File: src/rtl/set_skip_pkg.sv
// Package for the set-and-skip execution unit: opcodes, widths, constants.
// Assumes a single core clock and an external data memory read in the
// cycle an instruction is issued.
// Operation
// - The whole-byte set writes all ones into the addressed byte.
// - The single-bit set forces the selected bit of the byte to one.
// - Increment-and-skip writes the byte plus one back and skips on zero.
// - A taken skip drops the prefetch and adds a dummy cycle.
// - Increment-to-work puts byte plus one in the working register only.
// - The bit test skips the next instruction when the chosen bit is one.
package set_skip_pkg;
  localparam int DATA_W = 8;
  localparam int ADDR_W = 7;
  localparam int BIT_W = 3;
  localparam logic [DATA_W-1:0] ALL_ONES = 8'hFF;
  localparam logic [DATA_W-1:0] ZERO_BYTE = 8'h00;
  localparam logic [DATA_W-1:0] ONE_BYTE = 8'h01;
  localparam int SKIP_CYCLES = 2;
  localparam int PLAIN_CYCLES = 1;

  typedef enum logic [2:0] {
    op_none = 3'h0,
    op_set_byte = 3'h1,
    op_set_bit = 3'h2,
    op_increment_skip_if_zero = 3'h3,
    op_increment_to_work_skip_if_zero = 3'h4,
    op_skip_if_bit_set = 3'h5
  } op_e;

  typedef enum logic [0:0] {
    st_exec = 1'h0,
    st_dummy = 1'h1
  } phase_e;

  typedef struct packed {
    op_e op;
    logic [ADDR_W-1:0] addr;
    logic [BIT_W-1:0] bit_sel;
  } issue_s;

  typedef struct packed {
    logic mem_we;
    logic [ADDR_W-1:0] mem_addr;
    logic [DATA_W-1:0] mem_wdata;
    logic work_we;
    logic [DATA_W-1:0] work_data;
    logic skip;
  } result_s;
endpackage : set_skip_pkg

File: src/rtl/set_skip_alu.sv
// Combinational result logic for the set and increment operations.
// Assumes the operand byte is the current content of the addressed cell.
`timescale 1ns/100ps
`default_nettype none
module set_skip_alu
  import set_skip_pkg::*;
(
  // Request
  input wire op_e op,
  input wire logic [BIT_W-1:0] bit_sel,
  input wire logic [DATA_W-1:0] operand,
  // Result
  output logic [DATA_W-1:0] value,
  output logic writes_mem,
  output logic writes_work,
  output logic skip
);
  logic [DATA_W-1:0] sum;
  logic [DATA_W-1:0] bit_mask;

  // modulo increment: the carry out is dropped by the target width.
  assign sum = DATA_W'(operand + ONE_BYTE);
  assign bit_mask = DATA_W'(ONE_BYTE << bit_sel);

  always_comb begin
    value = operand;
    writes_mem = 1'b0;
    writes_work = 1'b0;
    skip = 1'b0;
    case (op)
      op_set_byte: begin
        value = ALL_ONES;
        writes_mem = 1'b1;
      end
      op_set_bit: begin
        value = operand | bit_mask;
        writes_mem = 1'b1;
      end
      op_increment_skip_if_zero: begin
        value = sum;
        writes_mem = 1'b1;
        skip = (sum == ZERO_BYTE);
      end
      op_increment_to_work_skip_if_zero: begin
        value = sum;
        writes_work = 1'b1;
        skip = (sum == ZERO_BYTE);
      end
      op_skip_if_bit_set: begin
        skip = ((operand & bit_mask) != ZERO_BYTE);
      end
      default: begin
        value = operand;
      end
    endcase
  end
endmodule : set_skip_alu
`default_nettype wire

File: src/rtl/set_skip_exec.sv
// Execution unit for set, increment-skip and bit-test-skip instructions.
// Assumes decode presents one instruction per cycle with issue_valid, and
// that the memory read data for issue.addr is valid in the same cycle.
`timescale 1ns/100ps
`default_nettype none
module set_skip_exec
  import set_skip_pkg::*;
(
  // Clock and reset
  input wire logic core_clk,
  input wire logic rst,
  input wire logic clk_en,
  // Issue from decode
  input wire logic issue_valid,
  input wire issue_s issue,
  input wire logic [DATA_W-1:0] mem_rdata,
  // Results
  output result_s result,
  output logic [DATA_W-1:0] working_register,
  output logic flush_prefetch,
  output logic issue_ready
);
  typedef struct packed {
    phase_e phase;
    result_s res;
    logic [DATA_W-1:0] work;
    logic flush;
    logic ready;
  } state_s;

  state_s cur;
  state_s next_cur;
  logic [DATA_W-1:0] alu_value;
  logic alu_mem;
  logic alu_work;
  logic alu_skip;
  logic take;

  set_skip_alu u_alu (
    .op(issue.op),
    .bit_sel(issue.bit_sel),
    .operand(mem_rdata),
    .value(alu_value),
    .writes_mem(alu_mem),
    .writes_work(alu_work),
    .skip(alu_skip)
  );

  assign take = issue_valid && cur.ready && (cur.phase == st_exec);

  always_comb begin
    next_cur = cur;
    next_cur.res.mem_we = 1'b0;
    next_cur.res.work_we = 1'b0;
    next_cur.res.skip = 1'b0;
    next_cur.flush = 1'b0;
    case (cur.phase)
      st_exec: begin
        next_cur.ready = 1'b1;
        if (take) begin
          next_cur.res.mem_addr = issue.addr;
          next_cur.res.mem_we = alu_mem;
          next_cur.res.mem_wdata = alu_value;
          next_cur.res.work_we = alu_work;
          next_cur.res.work_data = alu_value;
          if (alu_work) begin
            next_cur.work = alu_value;
          end
          if (alu_skip) begin
            next_cur.res.skip = 1'b1;
            next_cur.flush = 1'b1;
            next_cur.ready = 1'b0;
            next_cur.phase = st_dummy;
          end
        end
      end
      st_dummy: begin
        // The prefetched word is dropped here; decode refetches meanwhile.
        next_cur.ready = 1'b1;
        next_cur.phase = st_exec;
      end
      default: begin
        next_cur.phase = st_exec;
        next_cur.ready = 1'b1;
      end
    endcase
  end

  always_ff @(posedge core_clk or posedge rst) begin
    if (rst) begin
      cur <= '0;
    end else if (clk_en) begin
      cur <= next_cur;
    end
  end

  assign result = cur.res;
  assign working_register = cur.work;
  assign flush_prefetch = cur.flush;
  assign issue_ready = cur.ready;

  skip_two_cycles_a: assert property (
    @(posedge core_clk) disable iff (rst)
    clk_en && take && alu_skip |=> !issue_ready ##1 issue_ready)
    else $error("skip did not take two cycles");
  plain_one_cycle_a: assert property (
    @(posedge core_clk) disable iff (rst)
    clk_en && take && !alu_skip |=> issue_ready && !flush_prefetch)
    else $error("plain instruction stalled");
  // The flush is a single pulse, so the dummy cycle never drops a second word.
  flush_single_pulse_a: assert property (
    @(posedge core_clk) disable iff (rst)
    clk_en && flush_prefetch |=> !flush_prefetch)
    else $error("flush lasted more than one cycle");
  set_byte_ones_a: assert property (
    @(posedge core_clk) disable iff (rst)
    clk_en && take && issue.op == op_set_byte
    |=> result.mem_we && result.mem_wdata == ALL_ONES)
    else $error("byte set did not write all ones");
  set_bit_one_a: assert property (
    @(posedge core_clk) disable iff (rst)
    clk_en && take && issue.op == op_set_bit
    |=> result.mem_we && result.mem_wdata[$past(issue.bit_sel)]
      && (result.mem_wdata & $past(mem_rdata)) == $past(mem_rdata))
    else $error("bit set failed");
  inc_write_back_a: assert property (
    @(posedge core_clk) disable iff (rst)
    clk_en && take && issue.op == op_increment_skip_if_zero
    |=> result.mem_we && result.mem_wdata == 8'($past(mem_rdata) + ONE_BYTE)
      && result.skip == ($past(mem_rdata) == ALL_ONES))
    else $error("increment write back wrong");
  inc_to_work_a: assert property (
    @(posedge core_clk) disable iff (rst)
    clk_en && take && issue.op == op_increment_to_work_skip_if_zero
    |=> !result.mem_we
      && working_register == 8'($past(mem_rdata) + ONE_BYTE))
    else $error("increment to work wrong");
  bit_test_skip_a: assert property (
    @(posedge core_clk) disable iff (rst)
    clk_en && take && issue.op == op_skip_if_bit_set
    |=> flush_prefetch == $past(mem_rdata[issue.bit_sel]) && !result.mem_we)
    else $error("bit test skip wrong");
  wrap_zero_a: assert property (
    @(posedge core_clk) disable iff (rst)
    clk_en && take && issue.op == op_increment_skip_if_zero
    && mem_rdata == ALL_ONES |=> result.mem_wdata == ZERO_BYTE
      && flush_prefetch)
    else $error("wrap to zero missed skip");
endmodule : set_skip_exec
`default_nettype wire

File: config.mk
export PLATFORM = sky130hd
export DESIGN_NAME = set_skip_exec
export DESIGN_NICKNAME = d
export VERILOG_FILES = /design/src/rtl/set_skip_pkg.sv /design/src/rtl/set_skip_alu.sv /design/src/rtl/set_skip_exec.sv
export SDC_FILE = /design/constraint.sdc
export NUM_CORES = 1
export LEC_CHECK = 0
export BUFFER_PORTS_ARGS = -buffer_cell sky130_fd_sc_hd__buf_2
export CAP_MARGIN = 10
export CORE_UTILIZATION = 25
export DETAILED_ROUTE_END_ITERATION = 10
export PLACE_DENSITY_LB_ADDON = 0.3
export SLEW_MARGIN = 20
export SYNTH_ARGS = -nofsm -noshare
export SYNTH_HDL_FRONTEND = slang
export SYNTH_SLANG_ARGS = --single-unit
File: constraint.sdc
create_clock -name core_clk -period 1.63 [get_ports core_clk]
set_input_delay 0.326 -clock core_clk [delete_from_list [all_inputs] [get_ports core_clk]]
set_output_delay 0.326 -clock core_clk [all_outputs]
set_load 0.005 [all_outputs]
======== Yosys cells after proc, flatten, opt, wreduce, memory -nomap -nowiden ========
Cells that the tools add are included.
operators by class
  $add $sub $neg .......................... 1
  equality and inequality tests ........... 5
  shifts and indexed selects .............. 1
  mux-type cells .......................... 11
  bitwise gates (word level) .............. 3
  reduce and logical (&&, ||, !) cells .... 8
operators with widths
  kind                   count
  $mux W37               1
  $mux W35               1
  $pmux W8 S3            1
  $add A8 B1 Y8 const B  1
  $and A8 B8 Y8          1
  $logic_not A8 Y1       1
  $mux W8                1
  $or A8 B8 Y8           1
  $reduce_bool A8 Y1     1
  $shl A1 B3 Y8 const A  1
  $eq A3 B2 Y1 const B   2
  $eq A3 B3 Y1 const B   2
  $pmux W1 S2            3
  $reduce_and A4 Y1      1
  $eq A3 B1 Y1 const B   1
  $mux W1                3
  $reduce_and A3 Y1      1
  $reduce_or A3 Y1       1
  $logic_and A1 B1 Y1    2
  $mux W2                1
  $reduce_or A2 Y1       1
  $not A1 Y1             1
word-level totals
  flip-flop bits (word level) ............. 29
  input bits .............................. 25
  logic and storage cells ................. 38

======== Logic depth before layout (Yosys ltp) ========
Gate-level depths: netlist of the first run.
  depth after elaboration ................. 7
  mapped depth ............................ 7
  depth with buffers taken out ............ 6

======== Hierarchy ========
A second synthesis of the first run with hierarchy kept.
second synthesis, totals
  cells, all modules ...................... 225
  area, all modules ....................... 1994.4 µm²
modules (own cells, without submodules)
  module         instances  cells each  area an instance (µm²)  seq. area each (µm²)
  set_skip_exec  1          105         1136.1                  675.6
  set_skip_alu   1          120         858.3                   0.0

======== Least setup slack after synthesis of the first run ========
Ideal clock, no wire load.
  kind .................................... input-to-reg
  start point ............................. input mem_rdata[0]
  end point ............................... register cur (netlist bit result[7])
  setup time .............................. 92 ps
  arrival time ............................ 1435 ps
  data required time ...................... 1538 ps
  path slack .............................. 103 ps
  stages .................................. 7
  buffers on the path ..................... 1
  cell sequence ........................... ha_1 > buf_2 > nand3_2 > nor2_1 > and4b_1 > o31a_1 > o31ai_2
on the way
  word-level cells in the longest chain between the ends .. 2
RTL lines
  element                 line                 source
  start: declaration      set_skip_exec.sv:16  input wire logic [DATA_W-1:0] mem_rdata,
  $add A8 B1 Y8           set_skip_alu.sv:22   assign sum = DATA_W'(operand + ONE_BYTE);
  $pmux W8 S3             set_skip_alu.sv:30   case (op)
  end signal: assignment  set_skip_exec.sv:93  cur <= next_cur;
  end: declaration        set_skip_exec.sv:31  state_s cur;
No other way between the ends.
A chain may end at the register's enable or synchronous reset.

======== Worst setup path after layout of the first run ========
  start point ............................. input mem_rdata[0]
  end point ............................... register cur (netlist bit issue_ready)
on the way
  word-level cells in the longest chain between the ends .. 6
  elaborated cells between the ends (all ways) .. 8
  those cells by class .................... add/sub: 1; mux: 4; bitwise: 1; reduce/logical: 2
RTL lines
  element                                                        line                                                        source
  $add A8 B1 Y8 / $and A8 B8 Y8 (equally long branches)          set_skip_alu.sv:22, set_skip_alu.sv:50
  $logic_not A8 Y1 / $reduce_bool A8 Y1 (equally long branches)  set_skip_alu.sv:42, set_skip_alu.sv:47, set_skip_alu.sv:50
  $pmux W1 S2 (*)                                                set_skip_alu.sv:30
  $mux W2 (*)                                                    set_skip_exec.sv:69                                         if (alu_skip) begin
  $mux W37 (*)                                                   set_skip_exec.sv:60                                         if (take) begin
  $pmux W1 S2 (*)                                                set_skip_exec.sv:57                                         case (cur.phase)
Every way passes the cells marked *; elsewhere a longest branch is shown, timed or not.

==> summary by stage, run 1 <==
Min path
The class of the worst hold path is input port to async pin.

Timing
The largest clock skew in the final design is 5.102 ps. The max-slew violation count is 0. The worst path setup slack after routing is 198.6 ps. The count of endpoints failing hold in the final timing report is 0. The worst path uses between 80 and 90% of the clock period. Setup violations remaining at the end of the flow were counted as 0. The headroom to the max-slew limit is 77.55%. The smallest clock period supported by the final layout is computed as 1431 ps.

The timing-limited maximum frequency is 698.6 MHz. The transition time at the pin with the least slew margin is 336.3 ps. Setup repair after global routing left no endpoint under its margin. Summed over all failing endpoints, the final setup total negative slack is 0 ps.

Drt
For this run, design rule violations remaining after detail routing come to 0. The number of routed nets with antenna violations is 0. The via count is 1815. Using the TritonRoute via totals, the vias-per-cell ratio works out to 4.666. The count of TritonRoute iterations in the first routing pass is 4. After detailed routing, the average wire length per cell comes to 13.32 um. The number of DRC markers after the initial detailed-route iteration is 48. The total wire length after detailed routing is between 5000 and 6000 um.

Logic synthesis
The synthesized netlist devotes 1.335% of its cell area to adder and majority cells. The mux share of post-synthesis cell area is 4.005%. The synthesized design contains 27 register bits.

The largest family of logic cells by synthesized area is simple AND/OR/NAND/NOR gates. The number of distinct library cells after synthesis is 54. The xor/xnor cell area share of the yosys netlist is under 10%. The synthesized netlist devotes 22.83% of its cell area to simple gates. The synthesized netlist devotes a little over a fifth of its cell area to compound gates.

After synthesis, flip-flops and latches occupy 36.05% of the total area. The area share of the leading cell type in the synthesized netlist is 36.05%. After synthesis, the cell types taking the most area are sky130_fd_sc_hd__dfrtp_1, sky130_fd_sc_hd__nand2_1, sky130_fd_sc_hd__buf_4, sky130_fd_sc_hd__buf_2, sky130_fd_sc_hd__o21ai_1.

The Yosys step of the flow raised 0 warnings. The largest total area in the synthesized netlist belongs to sky130_fd_sc_hd__dfrtp_1. The number of flops mapped to enable cells by yosys is 0.

Averaged over all synthesized cells, the footprint is 8.330 sq um. In the synthesized netlist the dominant register cell turns out to be sky130_fd_sc_hd__dfrtp_1. The net count after synthesis is 252. Counting flops with an async set or reset pin after synthesis yields a share of 100.0%. The cell area after synthesis is 0.001874 sq mm. The gate count after technology mapping is between 200 and 250.

Clock network
After clock tree synthesis, the clock-pin slew on the worst setup and hold paths is around 90 ps. The number of hold-repair buffers added at the cts stage is 0. CTS built an H-tree with a depth of 1. The cell sitting at the root of the clock tree is a sky130_fd_sc_hd__clkbuf_8. The total CTS buffers is 3. The TritonCTS clock tree is done. The worst-case clock buffer depth is 2. The number of sinks handled by clock tree synthesis is 27. Once the clock tree was built, the resizer swapped 0 gates to a different size.

At the later pin of the worst-skew pair, clock insertion delay measures 270 ps. In this run the post-CTS setup repair buffer count came out at 0.

Die
The die covers 0.007847 sq mm. The effective utilization at floorplan is 25.84%. The total area inside the core boundary comes to just over 0.007 sq mm. The die is 88.59 um tall. The standard-cell row count is 31. The total I/O pin count is 61. The die span in x is 88.59 um.

Critical path
The signal on the critical path passes through buf_2, buf_4, and3_4, or4_1, o31ai_1, a32oi_1, o21a_1. The kind of cell with the highest combined delay on the critical path is simple AND/OR/NAND/NOR gates. The worst register-to-register path has a depth of 5. The maximum fanout along the worst path is 7.

STA classifies the critical path startpoint as an input port. The critical path in this run is classified as input port to flop. Data on the critical path is required at its endpoint by 1790 ps.

At the worst endpoint, the arrival time is 1590 ps. The critical path depth in cells is 7. The number of buffers and inverters on the critical path is 2. The delay of the slowest cell on the worst path is 420 ps.

The type of element capturing the critical path is a flop. The slowest stage cell on the critical path is sky130_fd_sc_hd__or4_1.

GRT
The initial antenna violation count was 0. The number of global-route vias before repair came to 1664. The total grt overflow is 0. The overall global routing resource usage is 13.77%.

Entering global routing, the biggest net connects 28 pins. The first-pass GRT wire length is slightly above 8000 um.

Placement
The congestion estimate from routability-driven global placement came to 0.8912. In this run the tool buffered the top-level ports with 60 buffer cells. The minimum setup slack after placement is -94.55 ps. Detailed placement finished with a half-perimeter wire length of 4125 um.

Run status
The run finished with clean final reports.

Power
VDD sags by at most 0.2674 mV. The leakage power figure is 1.149 nW. The completed layout was analyzed and its total power is 1.815 mW. The total power per unit cell area is 760.1 mW/mm^2.

Layout
The layout cell share with drive strength beyond 1 is 35.17%. The number of antenna diodes in the final layout is 0. The area growth from synthesis to layout is 27.37%.

Once layout is complete, the utilization of the core stands at between 30% and 40%. Fill cells in the final layout number 797. The number of nets in the layout is 318. The most frequent standard cell in the layout excluding fill and tap cells is sky130_fd_sc_hd__buf_2. Leaving out fill and tap cells, the most frequent cells in the layout are sky130_fd_sc_hd__buf_2, sky130_fd_sc_hd__nand2_1, sky130_fd_sc_hd__buf_4, sky130_fd_sc_hd__dfrtp_1, sky130_fd_sc_hd__nor2_1.

Flow run
The total of max-cap violations is 0.
## stage by stage
stage | cell area, sq um | hold WS (ps) | std cells
4_1_cts | 2387 | 100.8 | 389
6_report | 2387 | 97.82 | 389
3_3_place_gp | 2341 | 399.4 | 385
5_1_grt | 2387 | 114.8 | 389
3_5_place_dp | 2341 | 396.6 | 385
2_1_floorplan | 1874 | 378.7 | 225
## final timing paths
check	start	slack (ps)	to
min reg2reg	result[20]$_DFFE_PP0P_	470	result[20]$_DFFE_PP0P_
max in group asynchronous	rst	1290	working_register[7]$_DFFE_PP0P_
min	rst	100	result[4]$_DFFE_PP0P_
max	mem_rdata[0]	200	issue_ready$_DFFE_PP0P_
max reg2reg	cur[36]$_DFFE_PP0P_	220	working_register[6]$_DFFE_PP0P_
min in group core_clk	issue[8]	240	result[23]$_DFFE_PP0P_
## sequential cells by signal, summed over array words and instances, names as in the netlist
| signal | count |
|---|---|
| working_register | 8 |
| issue_ready | 1 |
| cur | 1 |
| result | 17 |
## kinds of logic (layout without fill, tap and decap cells)
kind of cell,Yosys count,count (layout)
flip-flops,27,27
AO/OA/AOI/OAI,61,61
multiplexers,7,7
buffers and inverters,38,103
adder cells (fa/ha/maj),2,2
AND/OR/NAND/NOR,84,84
XOR/XNOR,6,6
## per-layer routing
metal	up-vias	track usage, %	routed length [um]
met2	84	21.89	2196
met3	7	2.052	409
met4	0	3.959	70
li1	919	-	-
met5	-	0	0
met1	805	19.35	2506
## final cells by class
cell class	instances	area (sq um)	share of cell area, %
flip-flops and latches	27	675.6	28.30
multi-input cells	160	985.9	41.30
clock inverters	1	5.005	0.2096
inverters	10	37.54	1.572
repair buffers	89	518.0	21.70
well taps	99	123.9	5.189
clock buffers	3	41.29	1.730
## worst reg2reg max path, cell delays in order (launching register included)
cell and delay (ps):
sky130_fd_sc_hd__dfrtp_1 410, sky130_fd_sc_hd__and4b_1 390, sky130_fd_sc_hd__nand2_1 150, sky130_fd_sc_hd__buf_4 200, sky130_fd_sc_hd__nand2_1 70, sky130_fd_sc_hd__o21ai_0 70
## report_power, final
group          switching, mW  internal, mW
clock network          0.194         0.171
logic                  0.305         0.292
registers             0.0656         0.786
total                  0.565          1.25
## synth_stat cells, drive strengths merged, types with 5 or more instances
cell and n:
a21oi 8, a31oi 7, buf 24, dfrtp 27, inv 10, nand2 38
nand2b 5, nor2 12, nor3 6, o21ai 17, xnor2 5
(Power assumes the default switching activity.)
==> inputs of run 2 (changes only) <==
--- a/config.mk
+++ b/config.mk
@@ -10,6 +10,7 @@
 export CORE_UTILIZATION = 25
 export DETAILED_ROUTE_END_ITERATION = 10
 export PLACE_DENSITY_LB_ADDON = 0.3
+export RECOVER_POWER = 100
 export SLEW_MARGIN = 20
 export SYNTH_ARGS = -nofsm -noshare
 export SYNTH_HDL_FRONTEND = slang
==> run 2 against run 1 <==
  * Worst setup slack got worse by 85 ps
  * Clock power about the same
  * Largest cell class unchanged
  * Fmax fell by 5.6%
  * Highest routed layer unchanged
  * Non-clock buffer count unchanged
  * Sequential power is 0.6% higher
  * Cell area fell by 2.1%
  * Combinational power decreased by 6.5%
  * Die area did not move
  * Clock-buffer cell count unchanged
  * Largest power group unchanged
  * Worst hold slack gained 110 ps
  * Sequential cell count unchanged
==> summary by stage, run 2 (synthesized netlist as in run 1, its figures left out) <==
Clock network
The buffer count from post-CTS setup fixing was 0 (unchanged). The register clock-pin slew on the reported worst setup and hold paths is 90 ps (about the same). The total CTS buffers is 3 (unchanged).

The number of sinks handled by clock tree synthesis came to 27 (unchanged). The number of hold-repair buffers added at the cts stage is 0 (unchanged). The TritonCTS clock tree is done (unchanged). The clock latency on the worst-skew pair is 270 ps (about the same).

The number of gates given a new drive strength after cts is 0 (unchanged). The H-tree level count is 1 (unchanged). The master cell of the clock root buffer is sky130_fd_sc_hd__clkbuf_8 (unchanged).

The worst-case clock buffer depth came to 2 (unchanged).

Power
The leakage power figure is 1.056 nW (was 1.149 nW). The internal power contribution is 1.211 mW (was 1.250 mW). The switching component of the power is 0.5678 mW (was 0.5650 mW). The clock power share is 20.5% (was 20.1%). The switching share of power is 31.91% (was 31.14%).

The maximum VDD drop is 0.2662 mV (was 0.2674 mV). The total power is 1.779 mW (was 1.815 mW). The combinational power share was 31.4% (was 32.9%). The total power per unit cell area is 761.7 mW/mm^2 (was 760.1 mW/mm^2).

The power share of the sequential group came to 48.1% (was 47.0%).

Flow run
The total of max-cap violations is 0 (unchanged).

Die
The die area is 0.007847 sq mm (unchanged). The standard-cell row count is 31 (unchanged). The die span in x is 88.59 um (unchanged). The height of the chip came to 88.59 um (unchanged). The effective utilization at floorplan is 25.84% (unchanged). The area of the placeable core came to 0.007253 sq mm (unchanged). The total I/O pin count is 61 (unchanged).

Layout
The post-synthesis to final-layout area growth was 24.63% (was 27.37%). Commonest cells after routing, fill and taps aside: sky130_fd_sc_hd__nand2_1, sky130_fd_sc_hd__buf_2, sky130_fd_sc_hd__clkbuf_1, sky130_fd_sc_hd__dfrtp_1, sky130_fd_sc_hd__buf_4 (was sky130_fd_sc_hd__buf_2, sky130_fd_sc_hd__nand2_1, sky130_fd_sc_hd__buf_4, sky130_fd_sc_hd__dfrtp_1, sky130_fd_sc_hd__nor2_1). The layout cell share with drive strength beyond 1 came to 25.52% (was 35.17%).

The number of fillers in the final layout is 812 (was 797). The final design area excluding fillers is 0.002336 sq mm (was 0.002387 sq mm). The antenna diode count is 0 (unchanged). The number of flip-flops in the largest register was 17 (unchanged).

The most frequent standard cell in the layout excluding fill and tap cells is sky130_fd_sc_hd__nand2_1 (was sky130_fd_sc_hd__buf_2). The number of nets in the layout came to 318 (unchanged).

Timing
The final critical-path share of the clock period was 93.05% (was 87.82%). The count of endpoints failing hold in the final timing report is 0 (unchanged). The largest clock skew in the final design is 5.428 ps (was 5.102 ps). The number of failing setup endpoints in the final timing report came to 0 (unchanged).

The shortest clock period the worst path allows after layout is 1517 ps (was 1431 ps). The final setup TNS is 0 ps (unchanged). Setup repair after global routing missed its margin: no (unchanged). The headroom to the max-slew limit came to 56.72% (was 77.55%). The worst path setup slack after routing came to 113.2 ps (was 198.6 ps). The transition time at the pin with the least slew margin is 649.3 ps (was 336.3 ps).

The timing-limited maximum frequency is 659.3 MHz (was 698.6 MHz). The max-slew violation count came to 0 (unchanged).

Drt
The average vias per placed instance came to 4.648 (was 4.666). The number of DRC markers after the initial detailed-route iteration is 71 (was 48). The total wire length after detailed routing is 5231 um (was 5181 um).

The number of routed nets with antenna violations is 0 (unchanged). The count of TritonRoute iterations in the first routing pass came to 4 (unchanged). The post-detailed-route DRC marker count is 0 (unchanged). The via count came to 1808 (was 1815). The mean routed wirelength per cell is 13.45 um (was 13.32 um).

GRT
The overall global routing resource usage is 13.77% (unchanged). The first-pass GRT wire length is 8259 um (unchanged). The number of global-route vias before repair is 1664 (unchanged). The largest net degree at the start of global routing came to 28 (unchanged). The initial antenna violation count was 0 (unchanged). The total grt overflow was 0 (unchanged).

Critical path
The data required time at the worst endpoint came to 1770 ps (was 1790 ps). The maximum fanout along the worst path came to 7 (unchanged). The startpoint class of the critical path is an input port (unchanged).

The type of element capturing the critical path is a flop (unchanged). The delay of the slowest cell on the worst path is 420 ps (about the same). The critical path arrival is 1660 ps (was 1590 ps). The kind of cell with the highest combined delay on the critical path is buffers and inverters (was simple AND/OR/NAND/NOR gates). The number of buffers and inverters on the critical path is 4 (was 2). The slowest stage cell on the critical path was sky130_fd_sc_hd__nor3b_2 (was sky130_fd_sc_hd__or4_1). Cells traversed along the worst timing path: buf_2, clkbuf_1, nor3b_2, buf_4, nand2_1, o221ai_1, clkbuf_4, o21ai_1 (was buf_2, buf_4, and3_4, or4_1, o31ai_1, a32oi_1, o21a_1). The type of the worst setup path is input port to flop (unchanged).

Placement
The placer congestion estimate is 0.8912 (unchanged). The minimum setup slack after placement was -94.55 ps (unchanged). The quantity of I/O buffers inserted on ports was 60 (unchanged). The HPWL after detailed placement is 4125 um (unchanged). The instance area after placement is 0.002341 sq mm (unchanged).

Min path
The class of the worst hold path is input port to async pin (unchanged).

Run status
Run status: finished, final reports clean (unchanged).
[run 2: changes by cell type in the layout (fill, tap and decap cells not counted), sizes merged]
cell / before / now
clkbuf: 3 / 34
buf: 89 / 58
[run 2: worst reg2reg max path: cells and delay by family, from the launching register on]
family | cells | cell delay (ps)
AOI/OAI and AO/OA | 1 | 70
buffers and inverters | 1 | 210
DFF | 1 | 410
and+or+nand+nor | 3 | 620
[run 2: final cells by class]
type	count	area, sq um	area share (%)
Sequential cell	27	675.6	28.92
Timing Repair Buffer	89	473.0	20.25
Tap cell	99	123.9	5.303
Clock buffer	3	41.29	1.768
Clock inverter	1	5.005	0.2142
Multi-Input combinational cell	160	979.7	41.94
Inverter	10	37.54	1.607
[run 2: metrics by stage]
stage / hold slack, ps / instances / util [%]
final: 211.6 / 389 / 32.21
after global placement: 399.4 / 385 / 32.28
after CTS: 100.8 / 389 / 32.91
after global routing: 242.6 / 389 / 32.21
after detailed placement: 396.6 / 385 / 32.28
after floorplan: 378.7 / 225 / -
[run 2: final timing paths]
path,from,endpoint,slack (ps),depth (start not counted)
setup / recovery,issue[11],result[1]$_DFFE_PP0P_,110,8
hold / removal,rst,result[4]$_DFFE_PP0P_,210,3
setup reg to reg,cur[36]$_DFFE_PP0P_,working_register[6]$_DFFE_PP0P_,220,5
hold reg to reg,result[23]$_DFFE_PP0P_,result[23]$_DFFE_PP0P_,480,2
max in group asynchronous,rst,working_register[7]$_DFFE_PP0P_,1000,3
min in group core_clk,issue[8],result[23]$_DFFE_PP0P_,240,3
[run 2: layer usage]
layer / share of wire, % / routed length (um) / global-route usage [%] / vias to the layer above
met2: 42 / 2207 / 21.89 / 82
met3: 8.8 / 461 / 2.052 / 8
met1: 48 / 2488 / 19.35 / 801
met4: 1.4 / 74 / 3.959 / 0
li1: - / - / - / 917
met5: 0 / 0 / 0 / -
[run 2: power by group through the flow]
stage               clock (mW)  sequential [mW]  combinational, mW
floorplan                    0            0.876              0.338
global placement             0            0.865              0.597
detailed placement           0            0.870              0.602
CTS                      0.382            0.855              0.603
global route             0.414            0.878              0.639
finish                   0.365            0.857              0.558
